`config.mk`:
```
export PLATFORM = sky130hd
export DESIGN_NAME = ptsc_top
export DESIGN_NICKNAME = d
export VERILOG_FILES = /design/src/ptsc_pkg.sv /design/src/ptsc_sync.sv /design/src/ptsc_top.sv
export SDC_FILE = /design/constraint.sdc
export NUM_CORES = 1
export LEC_CHECK = 0
export BUFFER_PORTS_ARGS = -buffer_cell sky130_fd_sc_hd__clkbuf_2
export CAP_MARGIN = 40
export CORE_ASPECT_RATIO = 1.25
export CORE_UTILIZATION = 40
export DETAILED_ROUTE_END_ITERATION = 12
export GPL_TIMING_DRIVEN = 0
export PLACE_DENSITY = 0.6
export REMOVE_ABC_BUFFERS = 1
export SLEW_MARGIN = 20
export SYNTH_ARGS = -nofsm -noshare
export SYNTH_HDL_FRONTEND = slang
export SYNTH_SLANG_ARGS = --single-unit
```
`constraint.sdc`:
```
create_clock -name SYS_CLK -period 3.7 [get_ports SYS_CLK]
set_input_delay 0 -clock SYS_CLK [delete_from_list [all_inputs] [get_ports SYS_CLK]]
set_output_delay 0 -clock SYS_CLK [all_outputs]
set_load 0.01 [all_outputs]
```
`src/ptsc_pkg.sv`:
```
package ptsc_pkg;
	// register indices on the byte-wide control port
	localparam logic [3:0] PTSC_ADR_CTRL1 = 4'h0;
	localparam logic [3:0] PTSC_ADR_CTRL2 = 4'h1;
	localparam logic [3:0] PTSC_ADR_CTRL3 = 4'h2;
	localparam logic [3:0] PTSC_ADR_PER_LO = 4'h3;
	localparam logic [3:0] PTSC_ADR_PER_HI = 4'h4;
	localparam logic [3:0] PTSC_ADR_WID_LO = 4'h5;
	localparam logic [3:0] PTSC_ADR_WID_HI = 4'h6;
	localparam logic [3:0] PTSC_ADR_RISE_LO = 4'h8;
	localparam logic [3:0] PTSC_ADR_RISE_HI = 4'h9;
	localparam logic [3:0] PTSC_ADR_FALL_LO = 4'ha;
	localparam logic [3:0] PTSC_ADR_FALL_HI = 4'hb;

	// first control register fields
	localparam int PTSC_C1_SRC_LSB = 0;
	localparam int PTSC_C1_EDGE = 2;
	localparam int PTSC_C1_ACCEPT = 3;
	localparam int PTSC_C1_INIT_A = 4;
	localparam int PTSC_C1_INIT_B = 5;
	// second control register fields
	localparam int PTSC_C2_EN_A = 0;
	localparam int PTSC_C2_EN_B = 1;
	// third control register fields
	localparam int PTSC_C3_RUN = 0;
	localparam int PTSC_C3_STM_LSB = 1;
	localparam int PTSC_C3_BUSY = 7;

	localparam logic [7:0] PTSC_CTRL1_RST = 8'h00;
	localparam logic [7:0] PTSC_CTRL2_RST = 8'h03;
	localparam logic [9:0] PTSC_PERIOD_RST = 10'h3ff;
	localparam logic [9:0] PTSC_WIDTH_RST = 10'h200;
	localparam logic [9:0] PTSC_ZERO10 = 10'h000;
	localparam logic [10:0] PTSC_FULL_PERIOD = 11'h400;
	localparam logic [7:0] PTSC_ZERO8 = 8'h00;

	typedef enum logic [1:0] {
		PTSC_SRC_CMD_CAP = 2'b00,
		PTSC_SRC_CMD_TRIG = 2'b01,
		PTSC_SRC_TRIG = 2'b10,
		PTSC_SRC_RSVD = 2'b11
	} ptsc_src_e;

	typedef enum logic [1:0] {
		PTSC_STM_INIT = 2'b00,
		PTSC_STM_HOLD = 2'b01,
		PTSC_STM_END = 2'b10,
		PTSC_STM_RSVD = 2'b11
	} ptsc_stm_e;
endpackage

```
`src/ptsc_sync.sv`:
```
`timescale 1ns/1ps
`default_nettype none
module ptsc_sync (
	input wire logic clk,
	input wire logic rst_n,
	input wire logic pin,
	output logic level,
	output logic rise,
	output logic fall
);
	logic meta_r;
	logic sync_r;
	logic last_r;

	// second stage and edge history only; first stage feeds nothing else
	always_ff @(posedge clk) begin
		if (!rst_n) begin
			meta_r <= 1'b0;
			sync_r <= 1'b0;
			last_r <= 1'b0;
		end else begin
			meta_r <= pin;
			sync_r <= meta_r;
			last_r <= sync_r;
		end
	end

	assign level = sync_r;
	assign rise = sync_r & ~last_r;
	assign fall = ~sync_r & last_r;
endmodule
`default_nettype wire

```
`src/ptsc_top.sv`:
```
`timescale 1ns/1ps
`default_nettype none
module ptsc_top #(
	parameter int CNT_W = 10
) (
	input wire logic SYS_CLK,
	input wire logic RST_N,
	input wire logic [3:0] ADDR,
	input wire logic [7:0] WDATA,
	input wire logic WR,
	input wire logic RD,
	output logic [7:0] RDATA,
	input wire logic TRIG_PIN,
	output logic PULSE_A,
	output logic PULSE_B,
	output logic PERIOD_IRQ,
	output logic TRIG_START_IRQ
);
	import ptsc_pkg::*;

	initial begin
		if (CNT_W != 10) begin
			$error("ptsc_top: counter width must be 10");
		end
	end

	////////////////////////////////////////////////////////////////////
	logic trig_lvl, trig_rise, trig_fall;
	logic [7:0] ctrl1_r;
	logic [7:0] ctrl2_r;
	logic run_r;
	logic [1:0] stm_r;
	logic [9:0] period_r;
	logic [9:0] width_r;
	logic [9:0] cnt_r;
	logic counting_r;
	logic pending_r;
	logic hold_r;
	logic prot_r;
	logic [9:0] buf_rise_r, buf_fall_r;
	logic [9:0] cap_rise_r, cap_fall_r;
	logic [7:0] RDATA_nxt;

	ptsc_sync u_sync (
		.clk(SYS_CLK),
		.rst_n(RST_N),
		.pin(TRIG_PIN),
		.level(trig_lvl),
		.rise(trig_rise),
		.fall(trig_fall)
	);

	function automatic logic hit(input logic [3:0] a, input logic [3:0] r);
		hit = (a == r);
	endfunction

	////////////////////////////////////////////////////////////////////
	ptsc_src_e src;
	logic edge_sel, accept_mode, init_a, init_b, en_a, en_b;
	assign src = ptsc_src_e'(ctrl1_r[PTSC_C1_SRC_LSB +: 2]);
	assign edge_sel = ctrl1_r[PTSC_C1_EDGE];
	assign accept_mode = ctrl1_r[PTSC_C1_ACCEPT];
	assign init_a = ctrl1_r[PTSC_C1_INIT_A];
	assign init_b = ctrl1_r[PTSC_C1_INIT_B];
	assign en_a = ctrl2_r[PTSC_C2_EN_A];
	assign en_b = ctrl2_r[PTSC_C2_EN_B];

	logic trig_mode, cap_mode;
	logic start_edge, stop_level;
	logic act_a, act_b, gate_ok, trig_live;
	logic [10:0] period_eff;
	logic period_end;
	logic wr_c3, cmd_start, cmd_stop;

	assign trig_mode = (src != PTSC_SRC_CMD_CAP);
	assign cap_mode = (src == PTSC_SRC_CMD_CAP);
	// edge select 1 starts on rising, stops while low; 0 is the mirror
	assign start_edge = edge_sel ? trig_rise : trig_fall;
	assign stop_level = edge_sel ? ~trig_lvl : trig_lvl;
	// a disabled output never counts as active
	assign act_a = counting_r & en_a & ({1'b0, cnt_r} < {1'b0, width_r});
	assign act_b = counting_r & en_b & ({1'b0, cnt_r} >= {1'b0, width_r});
	assign gate_ok = ~accept_mode | ~(act_a | act_b);
	assign trig_live = (run_r | pending_r) & trig_mode;
	// a period of zero stands for the full 10-bit range
	assign period_eff = (period_r == PTSC_ZERO10) ? PTSC_FULL_PERIOD :
		{1'b0, period_r};
	assign period_end = counting_r &
		({1'b0, cnt_r} == period_eff - 11'h001);
	assign wr_c3 = WR & hit(ADDR, PTSC_ADR_CTRL3);
	assign cmd_start = wr_c3 & WDATA[PTSC_C3_RUN];
	assign cmd_stop = wr_c3 & ~WDATA[PTSC_C3_RUN] & run_r;

	logic trig_stop, trig_start;
	assign trig_stop = trig_live & stop_level & gate_ok &
		(counting_r | pending_r);
	assign trig_start = trig_live & ~pending_r & ~counting_r & start_edge &
		gate_ok;

	////////////////////////////////////////////////////////////////////
	// configuration registers
	always_ff @(posedge SYS_CLK) begin
		if (!RST_N) begin
			ctrl1_r <= PTSC_CTRL1_RST;
			ctrl2_r <= PTSC_CTRL2_RST;
			period_r <= PTSC_PERIOD_RST;
			width_r <= PTSC_WIDTH_RST;
			stm_r <= PTSC_STM_INIT;
		end else if (WR) begin
			if (hit(ADDR, PTSC_ADR_CTRL1)) begin
				ctrl1_r <= WDATA;
			end else if (hit(ADDR, PTSC_ADR_CTRL2)) begin
				ctrl2_r <= WDATA;
			end else if (hit(ADDR, PTSC_ADR_CTRL3)) begin
				stm_r <= WDATA[PTSC_C3_STM_LSB +: 2];
			end else if (hit(ADDR, PTSC_ADR_PER_LO)) begin
				period_r[7:0] <= WDATA;
			end else if (hit(ADDR, PTSC_ADR_PER_HI)) begin
				period_r[9:8] <= WDATA[1:0];
			end else if (hit(ADDR, PTSC_ADR_WID_LO)) begin
				width_r[7:0] <= WDATA;
			end else if (hit(ADDR, PTSC_ADR_WID_HI)) begin
				width_r[9:8] <= WDATA[1:0];
			end
		end
	end

	// run bit follows CTRL3 writes only, so a one-time stop clears it before period end
	always_ff @(posedge SYS_CLK) begin
		if (!RST_N) begin
			run_r <= 1'b0;
		end else if (wr_c3) begin
			run_r <= WDATA[PTSC_C3_RUN];
		end
	end

	////////////////////////////////////////////////////////////////////
	// counter, running flag and deferred stop
	always_ff @(posedge SYS_CLK) begin
		if (!RST_N) begin
			cnt_r <= PTSC_ZERO10;
			counting_r <= 1'b0;
			pending_r <= 1'b0;
			hold_r <= 1'b0;
		end else if (cmd_stop) begin
			if (WDATA[PTSC_C3_STM_LSB +: 2] == PTSC_STM_END &&
				counting_r) begin
				pending_r <= 1'b1;
				cnt_r <= cnt_r + 10'h001;
			end else begin
				counting_r <= 1'b0;
				cnt_r <= PTSC_ZERO10;
				hold_r <= (WDATA[PTSC_C3_STM_LSB +: 2] == PTSC_STM_HOLD);
			end
		end else if (cmd_start && src != PTSC_SRC_TRIG) begin
			// trigger level beats the command when one is wired in
			cnt_r <= PTSC_ZERO10;
			counting_r <= ~(trig_mode & stop_level);
			pending_r <= 1'b0;
			hold_r <= 1'b0;
		end else if (trig_stop) begin
			cnt_r <= PTSC_ZERO10;
			counting_r <= 1'b0;
			pending_r <= 1'b0;
			hold_r <= 1'b0;
		end else if (trig_start) begin
			cnt_r <= PTSC_ZERO10;
			counting_r <= 1'b1;
			hold_r <= 1'b0;
		end else if (period_end) begin
			cnt_r <= PTSC_ZERO10;
			if (pending_r || stm_r == PTSC_STM_END) begin
				counting_r <= 1'b0;
				pending_r <= 1'b0;
			end
		end else if (counting_r) begin
			cnt_r <= cnt_r + 10'h001;
		end
	end

	////////////////////////////////////////////////////////////////////
	// interrupt pulses, one cycle each
	always_ff @(posedge SYS_CLK) begin
		if (!RST_N) begin
			PERIOD_IRQ <= 1'b0;
			TRIG_START_IRQ <= 1'b0;
		end else begin
			PERIOD_IRQ <= (cmd_start && src != PTSC_SRC_TRIG &&
				!(trig_mode && stop_level)) ||
				(period_end && !cmd_stop && !cmd_start && !trig_stop);
			TRIG_START_IRQ <= trig_start && !cmd_stop &&
				!(cmd_start && src != PTSC_SRC_TRIG);
		end
	end

	// positive logic when the initial-level bit is 0
	always_ff @(posedge SYS_CLK) begin
		if (!RST_N) begin
			PULSE_A <= 1'b0;
			PULSE_B <= 1'b0;
		end else if (!hold_r) begin
			PULSE_A <= init_a ^ act_a;
			PULSE_B <= init_b ^ act_b;
		end
	end

	////////////////////////////////////////////////////////////////////
	// capture: last edge in a period wins, buffer survives idle periods
	always_ff @(posedge SYS_CLK) begin
		if (!RST_N) begin
			buf_rise_r <= PTSC_ZERO10;
			buf_fall_r <= PTSC_ZERO10;
		end else if (cap_mode && run_r && counting_r) begin
			if (trig_rise) begin
				buf_rise_r <= cnt_r;
			end
			if (trig_fall) begin
				buf_fall_r <= cnt_r;
			end
		end
	end

	always_ff @(posedge SYS_CLK) begin
		if (!RST_N) begin
			cap_rise_r <= PTSC_ZERO10;
			cap_fall_r <= PTSC_ZERO10;
		end else if (period_end && !prot_r && run_r && cap_mode) begin
			cap_rise_r <= buf_rise_r;
			cap_fall_r <= buf_fall_r;
		end
	end

	// the pair is treated as one read set ending at the fall high byte
	always_ff @(posedge SYS_CLK) begin
		if (!RST_N) begin
			prot_r <= 1'b0;
		end else if (RD) begin
			if (hit(ADDR, PTSC_ADR_FALL_HI)) begin
				prot_r <= 1'b0;
			end else if (hit(ADDR, PTSC_ADR_RISE_LO) ||
				hit(ADDR, PTSC_ADR_RISE_HI) ||
				hit(ADDR, PTSC_ADR_FALL_LO)) begin
				prot_r <= 1'b1;
			end
		end
	end

	////////////////////////////////////////////////////////////////////
	// read port, data valid only in the cycle after the strobe
	always_comb begin
		RDATA_nxt = PTSC_ZERO8;
		if (hit(ADDR, PTSC_ADR_CTRL1)) begin
			RDATA_nxt = ctrl1_r;
		end else if (hit(ADDR, PTSC_ADR_CTRL2)) begin
			RDATA_nxt = ctrl2_r;
		end else if (hit(ADDR, PTSC_ADR_CTRL3)) begin
			RDATA_nxt[PTSC_C3_RUN] = run_r;
			RDATA_nxt[PTSC_C3_STM_LSB +: 2] = stm_r;
			RDATA_nxt[PTSC_C3_BUSY] = counting_r;
		end else if (hit(ADDR, PTSC_ADR_PER_LO)) begin
			RDATA_nxt = period_r[7:0];
		end else if (hit(ADDR, PTSC_ADR_PER_HI)) begin
			RDATA_nxt[1:0] = period_r[9:8];
		end else if (hit(ADDR, PTSC_ADR_WID_LO)) begin
			RDATA_nxt = width_r[7:0];
		end else if (hit(ADDR, PTSC_ADR_WID_HI)) begin
			RDATA_nxt[1:0] = width_r[9:8];
		end else if (hit(ADDR, PTSC_ADR_RISE_LO)) begin
			RDATA_nxt = cap_rise_r[7:0];
		end else if (hit(ADDR, PTSC_ADR_RISE_HI)) begin
			RDATA_nxt[1:0] = cap_rise_r[9:8];
		end else if (hit(ADDR, PTSC_ADR_FALL_LO)) begin
			RDATA_nxt = cap_fall_r[7:0];
		end else if (hit(ADDR, PTSC_ADR_FALL_HI)) begin
			RDATA_nxt[1:0] = cap_fall_r[9:8];
		end
	end

	always_ff @(posedge SYS_CLK) begin
		if (!RST_N) begin
			RDATA <= PTSC_ZERO8;
		end else begin
			RDATA <= RD ? RDATA_nxt : PTSC_ZERO8;
		end
	end
endmodule
`default_nettype wire

```
==> impl_metrics.tcl, run 1 <==
set metrics [dict create \
    die_x_um 108 \
    synth_top_area_cell "dfxtp_1" \
    drive_above_1_share 0.0881 \
    clockBufferDepth 2 \
    htreeDepth 3 \
    stdcell_count 829 \
    synthMuxAreaShare 0.132 \
    finalCritPeriodShare 0.930 \
    gp_congestion 0.869 \
    wl_met2_um 7070 \
    finalMaxSlewViolations 0 \
    drc_errors 0 \
    synth-compound-area-share 0.133 \
    fmax_ghz 0.291 \
    io_buffers 28 \
    synth-main-ff-cell "dfxtp_1" \
    leakagePower_nw 2.39 \
    syn_inst 645 \
    synth_top_area_frac 0.387 \
    first_iter_violations 314 \
    end_kind "register" \
    globalRouteOverflowTotal 0 \
    cp.arrival_ns 3.68 \
    first_global_vias 4417 \
    start_util 0.416 \
    wl_met1_um 6400 \
    fin_nets 684 \
    hold_class "input port to register" \
    grt_use_total 0.215 \
    wl_per_cell_um 17.9 \
    irDropWorstVdd_uv 172 \
    placed_cells 807 \
    hold_viol 0 \
    cts_sinks 108 \
    vias 4630 \
    routed_wl_um 14800 \
    yosysWarnings 0 \
    async_reset_ff_frac 0 \
    synth_fa_ha_area_frac 0.0291 \
    diodes 0 \
    yosys.area_share.simple 0.237 \
    cts_made_buffers 9 \
    rsz0062_at_grt "false" \
    dp.final_hpwl_um 10600 \
    coreArea_um2 13400 \
    chipHeight_um 134 \
    outcome "finished clean" \
    ios 29 \
    syn_area_per_cell_um2 8.65 \
    synthTopCellsByArea "dfxtp_1 (39%), mux2i_1 (12%), nor2b_1 (7.5%), nand2_1 (4.2%), ha_1 (2.9%)" \
    synth_edf_count 0 \
    antenna_found_initial 0 \
    cp_max_fo 9 \
    relSlewSlack 0.398 \
    fp.dieArea_um2 14400 \
    via_per_inst 5.59 \
    synth_top_family_by_area "simple AND/OR/NAND/NOR gates" \
    synthXorXnorAreaFrac 0.0330 \
    skew_ns 0.00684 \
    clk_latency_ns 0.35 \
    drtAntennaViolNets 0 \
    top_layer "met4" \
    path_class "register to register" \
    p_total_w 0.00224 \
    rows 47 \
    cts_root_buffer "clkbuf_16" \
    area_delta_synth_final_pct 10.8 \
    tightest_slew_ns 0.899 \
    seq_area_frac_synth 0.387 \
    grt_max_degree 81 \
    setup_violations 0 \
    p_per_area_nw_per_um2 363 \
    synth_area_um2 5580 \
    critPathLaunchType "register" \
    maxCapViolations 0 \
    clk_pin_slew_worst_paths_ns 0.07 \
    ys_ff_latch 108 \
    wl_met3_um 809 \
    cts_tree "done" \
    fillers 1301 \
    drtPass1Iterations 5 \
    yosys.cell_types.count 57 \
    required_ns 3.94 \
    fin_crit_ns 3.44 \
    grt_pass1_wl_um 23500 \
]
cell usage after synthesis (5+ instances only):
| cell type | n |
|---|---|
| nor2_1 | 40 |
| a21oi_1 | 30 |
| nand3b_1 | 5 |
| mux2i_1 | 68 |
| nor3_1 | 10 |
| and2_1 | 11 |
| o22ai_1 | 8 |
| nor2b_1 | 67 |
| clkbuf_1 | 37 |
| a21boi_0 | 12 |
| nand2_1 | 62 |
| inv_1 | 22 |
| xnor2_1 | 9 |
| nand3_1 | 21 |
| xor2_1 | 12 |
| nand4_1 | 11 |
| and3_1 | 5 |
| or3_1 | 5 |
| dfxtp_1 | 108 |
| o21ai_0 | 22 |
| ha_1 | 13 |
| a32oi_1 | 6 |
state kept, by name, indices dropped and copies added (netlist names), 2 cells and up:
signal      flops
ctrl1_r         8
cap_fall_r     10
RDATA           8
buf_rise_r     10
width_r        10
period_r       10
ctrl2_r         8
stm_r           2
cnt_r          10
cap_rise_r     10
buf_fall_r     10
cells in the final DEF (no fill, tap or decap), types with 5 or more instances in the layout:
master	n
dfxtp_1	108
mux2i_1	68
nor2b_1	67
nand2_1	62
nor2_1	40
a21oi_1	30
clkbuf_2	27
inv_1	22
o21ai_0	22
nand3_1	21
ha_1	13
xor2_1	12
a21boi_0	12
nand4_1	11
and2_1	11
nor3_1	10
xnor2_1	9
clkbuf_16	9
o22ai_1	8
dlygate4sd3_1	7
a32oi_1	6
or3_1	5
nand3b_1	5
and3_1	5
final cells by class:
class | instances | area (µm²) | share of cell area
clock buffer | 10 | 229 | 0.0370
clock inverter | 5 | 38.8 | 0.00627
inverter | 22 | 82.6 | 0.0134
multi-input combinational | 471 | 3160 | 0.511
sequential | 108 | 2160 | 0.350
tap | 171 | 214 | 0.0346
timing repair buffer | 42 | 297 | 0.0480
layer usage:
metal  vias to the layer above  track usage
met5                         -            0
met4                         0        0.107
met3                        28       0.0374
met2                       157        0.353
met1                      2187        0.269
li1                       2258            -
critical path, stage by stage (launching register included):
cell,delay [ns]
dfxtp_1,0.42
or4_4,0.62
or3_1,0.36
o22ai_1,0.23
mux2i_1,0.22
nand4_1,0.21
nor4_4,0.66
buf_4,0.33
mux2i_1,0.20
nor2b_1,0.06
through the flow:
stage	TNS (ns)	instance area (µm²)	hold WS, ns	setup WS [ns]	util
floorplan	-5.28	5390	0.0619	-0.264	-
global placement	-27.72	5750	0.214	-1.39	0.429
detailed placement	0	5850	0.219	0.269	0.436
CTS	0	6180	0.00889	0.277	0.461
global route	0	6180	0.0339	0.131	0.461
finish	0	6180	0.00900	0.260	0.461
timing repair:
item                      in CTS  in global routing
hold endpoints to repair      20                  0
hold buffers                   7                  0
resized for setup              0                  0
setup buffers                  0                  0
worst paths after layout:
path	start	to	slack [ns]	depth (start not counted)
setup reg to reg	period_r[4]	cap_fall_r[8]	0.26	9
setup / recovery	period_r[4]	cap_fall_r[8]	0.26	9
hold / removal	WDATA[2]	stm_r[1]	0.009	3
hold reg to reg	u_sync.meta_r	u_sync.level	0.45	1
kinds of logic after synthesis:
kind of cell	count (synthesis)
mux	71
fa+ha+maj	13
xor+xnor	21
buf+inv	66
compound gates	113
simple gates	253
flops	108
power by group:
group / internal (W) / leakage [nW] / total, W / switching [W]
clock: 0.000459 / 0.134 / 0.000907 / 0.000449
sequential: 0.00117 / 0.872 / 0.00118 / 0.0000115
combinational: 0.0000599 / 1.38 / 0.000153 / 0.0000931
Power figures use the tool's default switching activity.
==> run 2: changes to the inputs <==
--- a/config.mk
+++ b/config.mk
@@ -7,11 +7,13 @@
 export LEC_CHECK = 0
 export BUFFER_PORTS_ARGS = -buffer_cell sky130_fd_sc_hd__clkbuf_2
 export CAP_MARGIN = 40
+export CELL_PAD_IN_SITES_DETAIL_PLACEMENT = 1
+export CELL_PAD_IN_SITES_GLOBAL_PLACEMENT = 2
 export CORE_ASPECT_RATIO = 1.25
-export CORE_UTILIZATION = 40
+export CORE_UTILIZATION = 38
 export DETAILED_ROUTE_END_ITERATION = 12
 export GPL_TIMING_DRIVEN = 0
-export PLACE_DENSITY = 0.6
+export PLACE_DENSITY = 0.83
 export REMOVE_ABC_BUFFERS = 1
 export SLEW_MARGIN = 20
 export SYNTH_ARGS = -nofsm -noshare
==> impl_metrics.tcl, run 2 (same netlist as run 1, synthesis figures left out) <==
set metrics [dict create \
    outcome "finished clean" \
    ctsResizeCount 0 \
    cp_max_fo 8 \
    vias 4715 \
    post_cts_buffers 0 \
    clk_pin_slew_worst_paths_ns 0.08 \
    dp.final_hpwl_um 12300 \
    first_global_vias 4736 \
    setup_violations 0 \
    area_delta_synth_final_pct 11.6 \
    finalMaxSlewViolations 0 \
    cp.arrival_ns 3.75 \
    rsz0062_at_grt "false" \
    skew_ns 0.00891 \
    place_worst_setup_slack_ns 0.182 \
    routed_wl_um 16800 \
    cts_sinks 108 \
    first_iter_violations 167 \
    antenna_found_initial 0 \
    final_common_cell "dfxtp_1" \
    tightest_slew_ns 0.775 \
    start_util 0.389 \
    fin_nets 686 \
    drtPass1Iterations 4 \
    final_util 0.434 \
    fp.dieArea_um2 15200 \
    cts_tree "done" \
    coreArea_um2 14300 \
    htreeDepth 3 \
    diodes 0 \
    drc_errors 0 \
    final_cell_mix "dfxtp_1 (108), mux2i_1 (68), nor2b_1 (67), nand2_1 (62), nor2_1 (40)" \
    grt_use_total 0.234 \
    drive_above_1_share 0.0923 \
    cts_root_buffer "clkbuf_16" \
    drtAntennaViolNets 0 \
    cts_made_buffers 9 \
    via_per_inst 5.62 \
    die_x_um 110 \
    maxCapViolations 0 \
    io_buffers 28 \
    globalRouteOverflowTotal 0 \
    r2r_slack_ns 0.20 \
    critPathLaunchType "register" \
    leakagePower_nw 2.40 \
    worst_slack_ns 0.202 \
    fin_crit_ns 3.50 \
    fmax_ghz 0.286 \
    required_ns 3.95 \
    clockBufferDepth 2 \
    end_kind "register" \
    chipHeight_um 137 \
    fillers 1722 \
    relSlewSlack 0.483 \
    grt_max_degree 51 \
    holdWs_ns 0.0539 \
    gp_congestion 0.879 \
    hold_class "input port to register" \
    path_class "register to register" \
    hold_viol 0 \
    rows 49 \
    p_per_area_nw_per_um2 368 \
    wl_per_cell_um 20.0 \
    finalCritPeriodShare 0.945 \
    grt_pass1_wl_um 26000 \
    clk_latency_ns 0.35 \
    ios 29 \
    irDropWorstVdd_uv 182 \
]
run 2: cell types whose count changed in the layout (fill, tap and decap cells not counted):
cell        before  now
clkinvlp_4       0    2
clkinv_2         2    0
buf_6            3    5
buf_12           0    1
clkinv_4         2    1
buf_16           1    0
clkbuf_8         0    1
inv_6            0    1
run 2: path summary, 6_finish.rpt:
path | end | startpoint | cells past startpoint
worst max-delay path | cap_fall_r[5] | period_r[4] | 11
worst min-delay path | period_r[9] | WR | 4
worst max register to register | cap_fall_r[5] | period_r[4] | 11
worst min register to register | u_sync.level | u_sync.meta_r | 1
run 2: critical path, cell delays in order (launching register included):
cell and delay [ns]:
dfxtp_1 0.44, or4_4 0.63, or4_1 0.50, mux2i_1 0.18, xor2_1 0.17, nand2_1 0.15
nor4_4 0.47, buf_6 0.23, buf_6 0.17, buf_6 0.15, mux2i_1 0.21, nor2b_1 0.06
run 2: report_power, final:
part           internal (W)  switching (W)  total, W  leakage [nW]
clock              0.000485       0.000467  0.000952         0.134
combinational     0.0000599      0.0000973  0.000157          1.39
sequential          0.00117      0.0000122   0.00118         0.872
total               0.00172       0.000576   0.00229          2.40
run 2: metal layers:
layer | track usage | vias to the layer above | part of all wire
met2 | 0.400 | 101 | 0.50
li1 | - | 2272 | -
met4 | 0.126 | 0 | 0.038
met5 | 0 | - | 0
met1 | 0.284 | 2306 | 0.43
met3 | 0.0251 | 36 | 0.033
run 2: repair_timing:
item	in CTS	in global routing
endpoints found under the hold margin	16	0
endpoints found under the setup margin	0	4
hold buffers	7	0
run 2: area by class of cell:
cell class	count	area, µm²	share of cell area
Multi-Input combinational cell	471	3160	0.508
Sequential cell	108	2160	0.347
Timing Repair Buffer	44	312	0.0500
Clock buffer	11	243	0.0390
Tap cell	178	223	0.0358
Inverter	22	82.6	0.0133
Clock inverter	5	43.8	0.00703
run 2: stage by stage:
stage | TNS, ns | instances | power (W) | area [µm²]
2_1_floorplan | -5.28 | 601 | 0.00128 | 5390
3_3_place_gp | -31.22 | 807 | 0.00135 | 5750
3_5_place_dp | 0 | 815 | 0.00136 | 5860
4_1_cts | 0 | 838 | 0.00231 | 6220
5_1_grt | 0 | 839 | 0.00236 | 6230
6_report | 0 | 839 | 0.00229 | 6230
==> run 3: changes to the inputs <==
==> constraint.sdc (replaced) <==
create_clock -name SYS_CLK -period 3.7 [get_ports SYS_CLK]
set_input_delay 0.185 -clock SYS_CLK [delete_from_list [all_inputs] [get_ports SYS_CLK]]
set_output_delay 0.185 -clock SYS_CLK [all_outputs]
set_load 0.01 [all_outputs]
==> impl_metrics.tcl, run 3 (same netlist as run 1, synthesis figures left out) <==
set metrics [dict create \
    cts_sinks 108 \
    routed_wl_um 16700 \
    gp_congestion 0.879 \
    p_per_area_nw_per_um2 371 \
    skew_ns 0.00856 \
    worst_slack_ns 0.196 \
    cp.arrival_ns 3.76 \
    hp-start "TRIG_PIN" \
    required_ns 3.95 \
    hold_viol 0 \
    cts_made_buffers 9 \
    grt_max_degree 51 \
    ios 29 \
    clk_pin_slew_worst_paths_ns 0.08 \
    htreeDepth 3 \
    rr_startpoint "period_r[4]" \
    final_cell_mix "dfxtp_1 (108), mux2i_1 (68), nor2b_1 (67), nand2_1 (62), nor2_1 (40)" \
    setup_violations 0 \
    outcome "finished clean" \
    fp.dieArea_um2 15200 \
    grt_use_total 0.233 \
    area_delta_synth_final_pct 10.3 \
    post_cts_buffers 0 \
    holdBufCountCts 0 \
    cts_tree "done" \
    p_total_w 0.00229 \
    fmax_ghz 0.285 \
    cp_max_fo 8 \
    antenna_found_initial 0 \
    dp.final_hpwl_um 12300 \
    cts_root_buffer "clkbuf_16" \
    critPathLaunchType "register" \
    clockBufferDepth 2 \
    die_x_um 110 \
    cp-startpoint "period_r[4]" \
    clk_latency_ns 0.36 \
    rsz0062_at_grt "false" \
    via_per_inst 5.59 \
    vias 4648 \
    fin_nets 679 \
    fillers 1721 \
    place_worst_setup_slack_ns 0.182 \
    finalMaxSlewViolations 0 \
    first_global_vias 4704 \
    rows 49 \
    leakagePower_nw 2.37 \
    drtPass1Iterations 4 \
    ctsResizeCount 0 \
    globalRouteOverflowTotal 0 \
    wl_per_cell_um 20.0 \
    drc_errors 0 \
    final_common_cell "dfxtp_1" \
    grt_pass1_wl_um 25900 \
    fin_crit_ns 3.50 \
    first_iter_violations 190 \
    chipHeight_um 137 \
    finalCritPeriodShare 0.947 \
    maxCapViolations 0 \
    coreArea_um2 14300 \
    tightest_slew_ns 0.748 \
    drive_above_1_share 0.0933 \
    diodes 0 \
    relSlewSlack 0.501 \
    path_class "register to register" \
    io_buffers 28 \
    holdWs_ns 0.0320 \
    end_kind "register" \
    final_util 0.429 \
    hold_class "input port to register" \
    irDropWorstVdd_uv 182 \
    drtAntennaViolNets 0 \
    start_util 0.389 \
]
==> run 3: cell types whose count changed in the layout (fill, tap and decap cells not counted) <==
cell	before	now
dlygate4sd3_1	7	0
==> run 3: per-stage QoR <==
stage               setup TNS [ns]  instances  instance area, µm²
finish                           0        832                6160
global route                     0        832                6160
CTS                              0        831                6150
detailed placement               0        815                5860
global placement            -31.26        807                5750
floorplan                    -5.28        601                5390
==> run 3: cell type report <==
class	count	area, µm²	share of cell area
multi-input cells	471	3160	0.513
flip-flops and latches	108	2160	0.351
clock buffers	11	243	0.0394
repair buffers	37	241	0.0392
well taps	178	223	0.0362
inverters	22	82.6	0.0134
clock inverters	5	43.8	0.00711
==> run 3: routing by layer <==
metal / GRT usage / routed length [µm]
met5: 0 / 0
met1: 0.285 / 7320
met4: 0.126 / 756
met2: 0.396 / 8130
met3: 0.0251 / 467
==> run 3: worst max-delay path, cell delays in order, from the launching register on <==
cell,delay [ns]
dfxtp_1,0.45
or4_4,0.63
or4_1,0.51
mux2i_1,0.18
xor2_1,0.17
nand2_1,0.15
nor4_4,0.48
buf_6,0.24
buf_6,0.17
buf_6,0.15
mux2i_1,0.21
nor2b_1,0.06
==> run 3: where the power goes <==
part           internal [W]  switching (W)
combinational     0.0000551      0.0000962
sequential          0.00117      0.0000123
clock              0.000485       0.000466
==> run 3: worst paths after layout <==
| check | endpoint | slack, ns | cells after the start |
|---|---|---|---|
| min | u_sync.meta_r | 0.03 | 2 |
| min reg2reg | u_sync.level | 0.46 | 1 |
| max reg2reg | cap_fall_r[5] | 0.20 | 11 |
| max | cap_fall_r[5] | 0.20 | 11 |
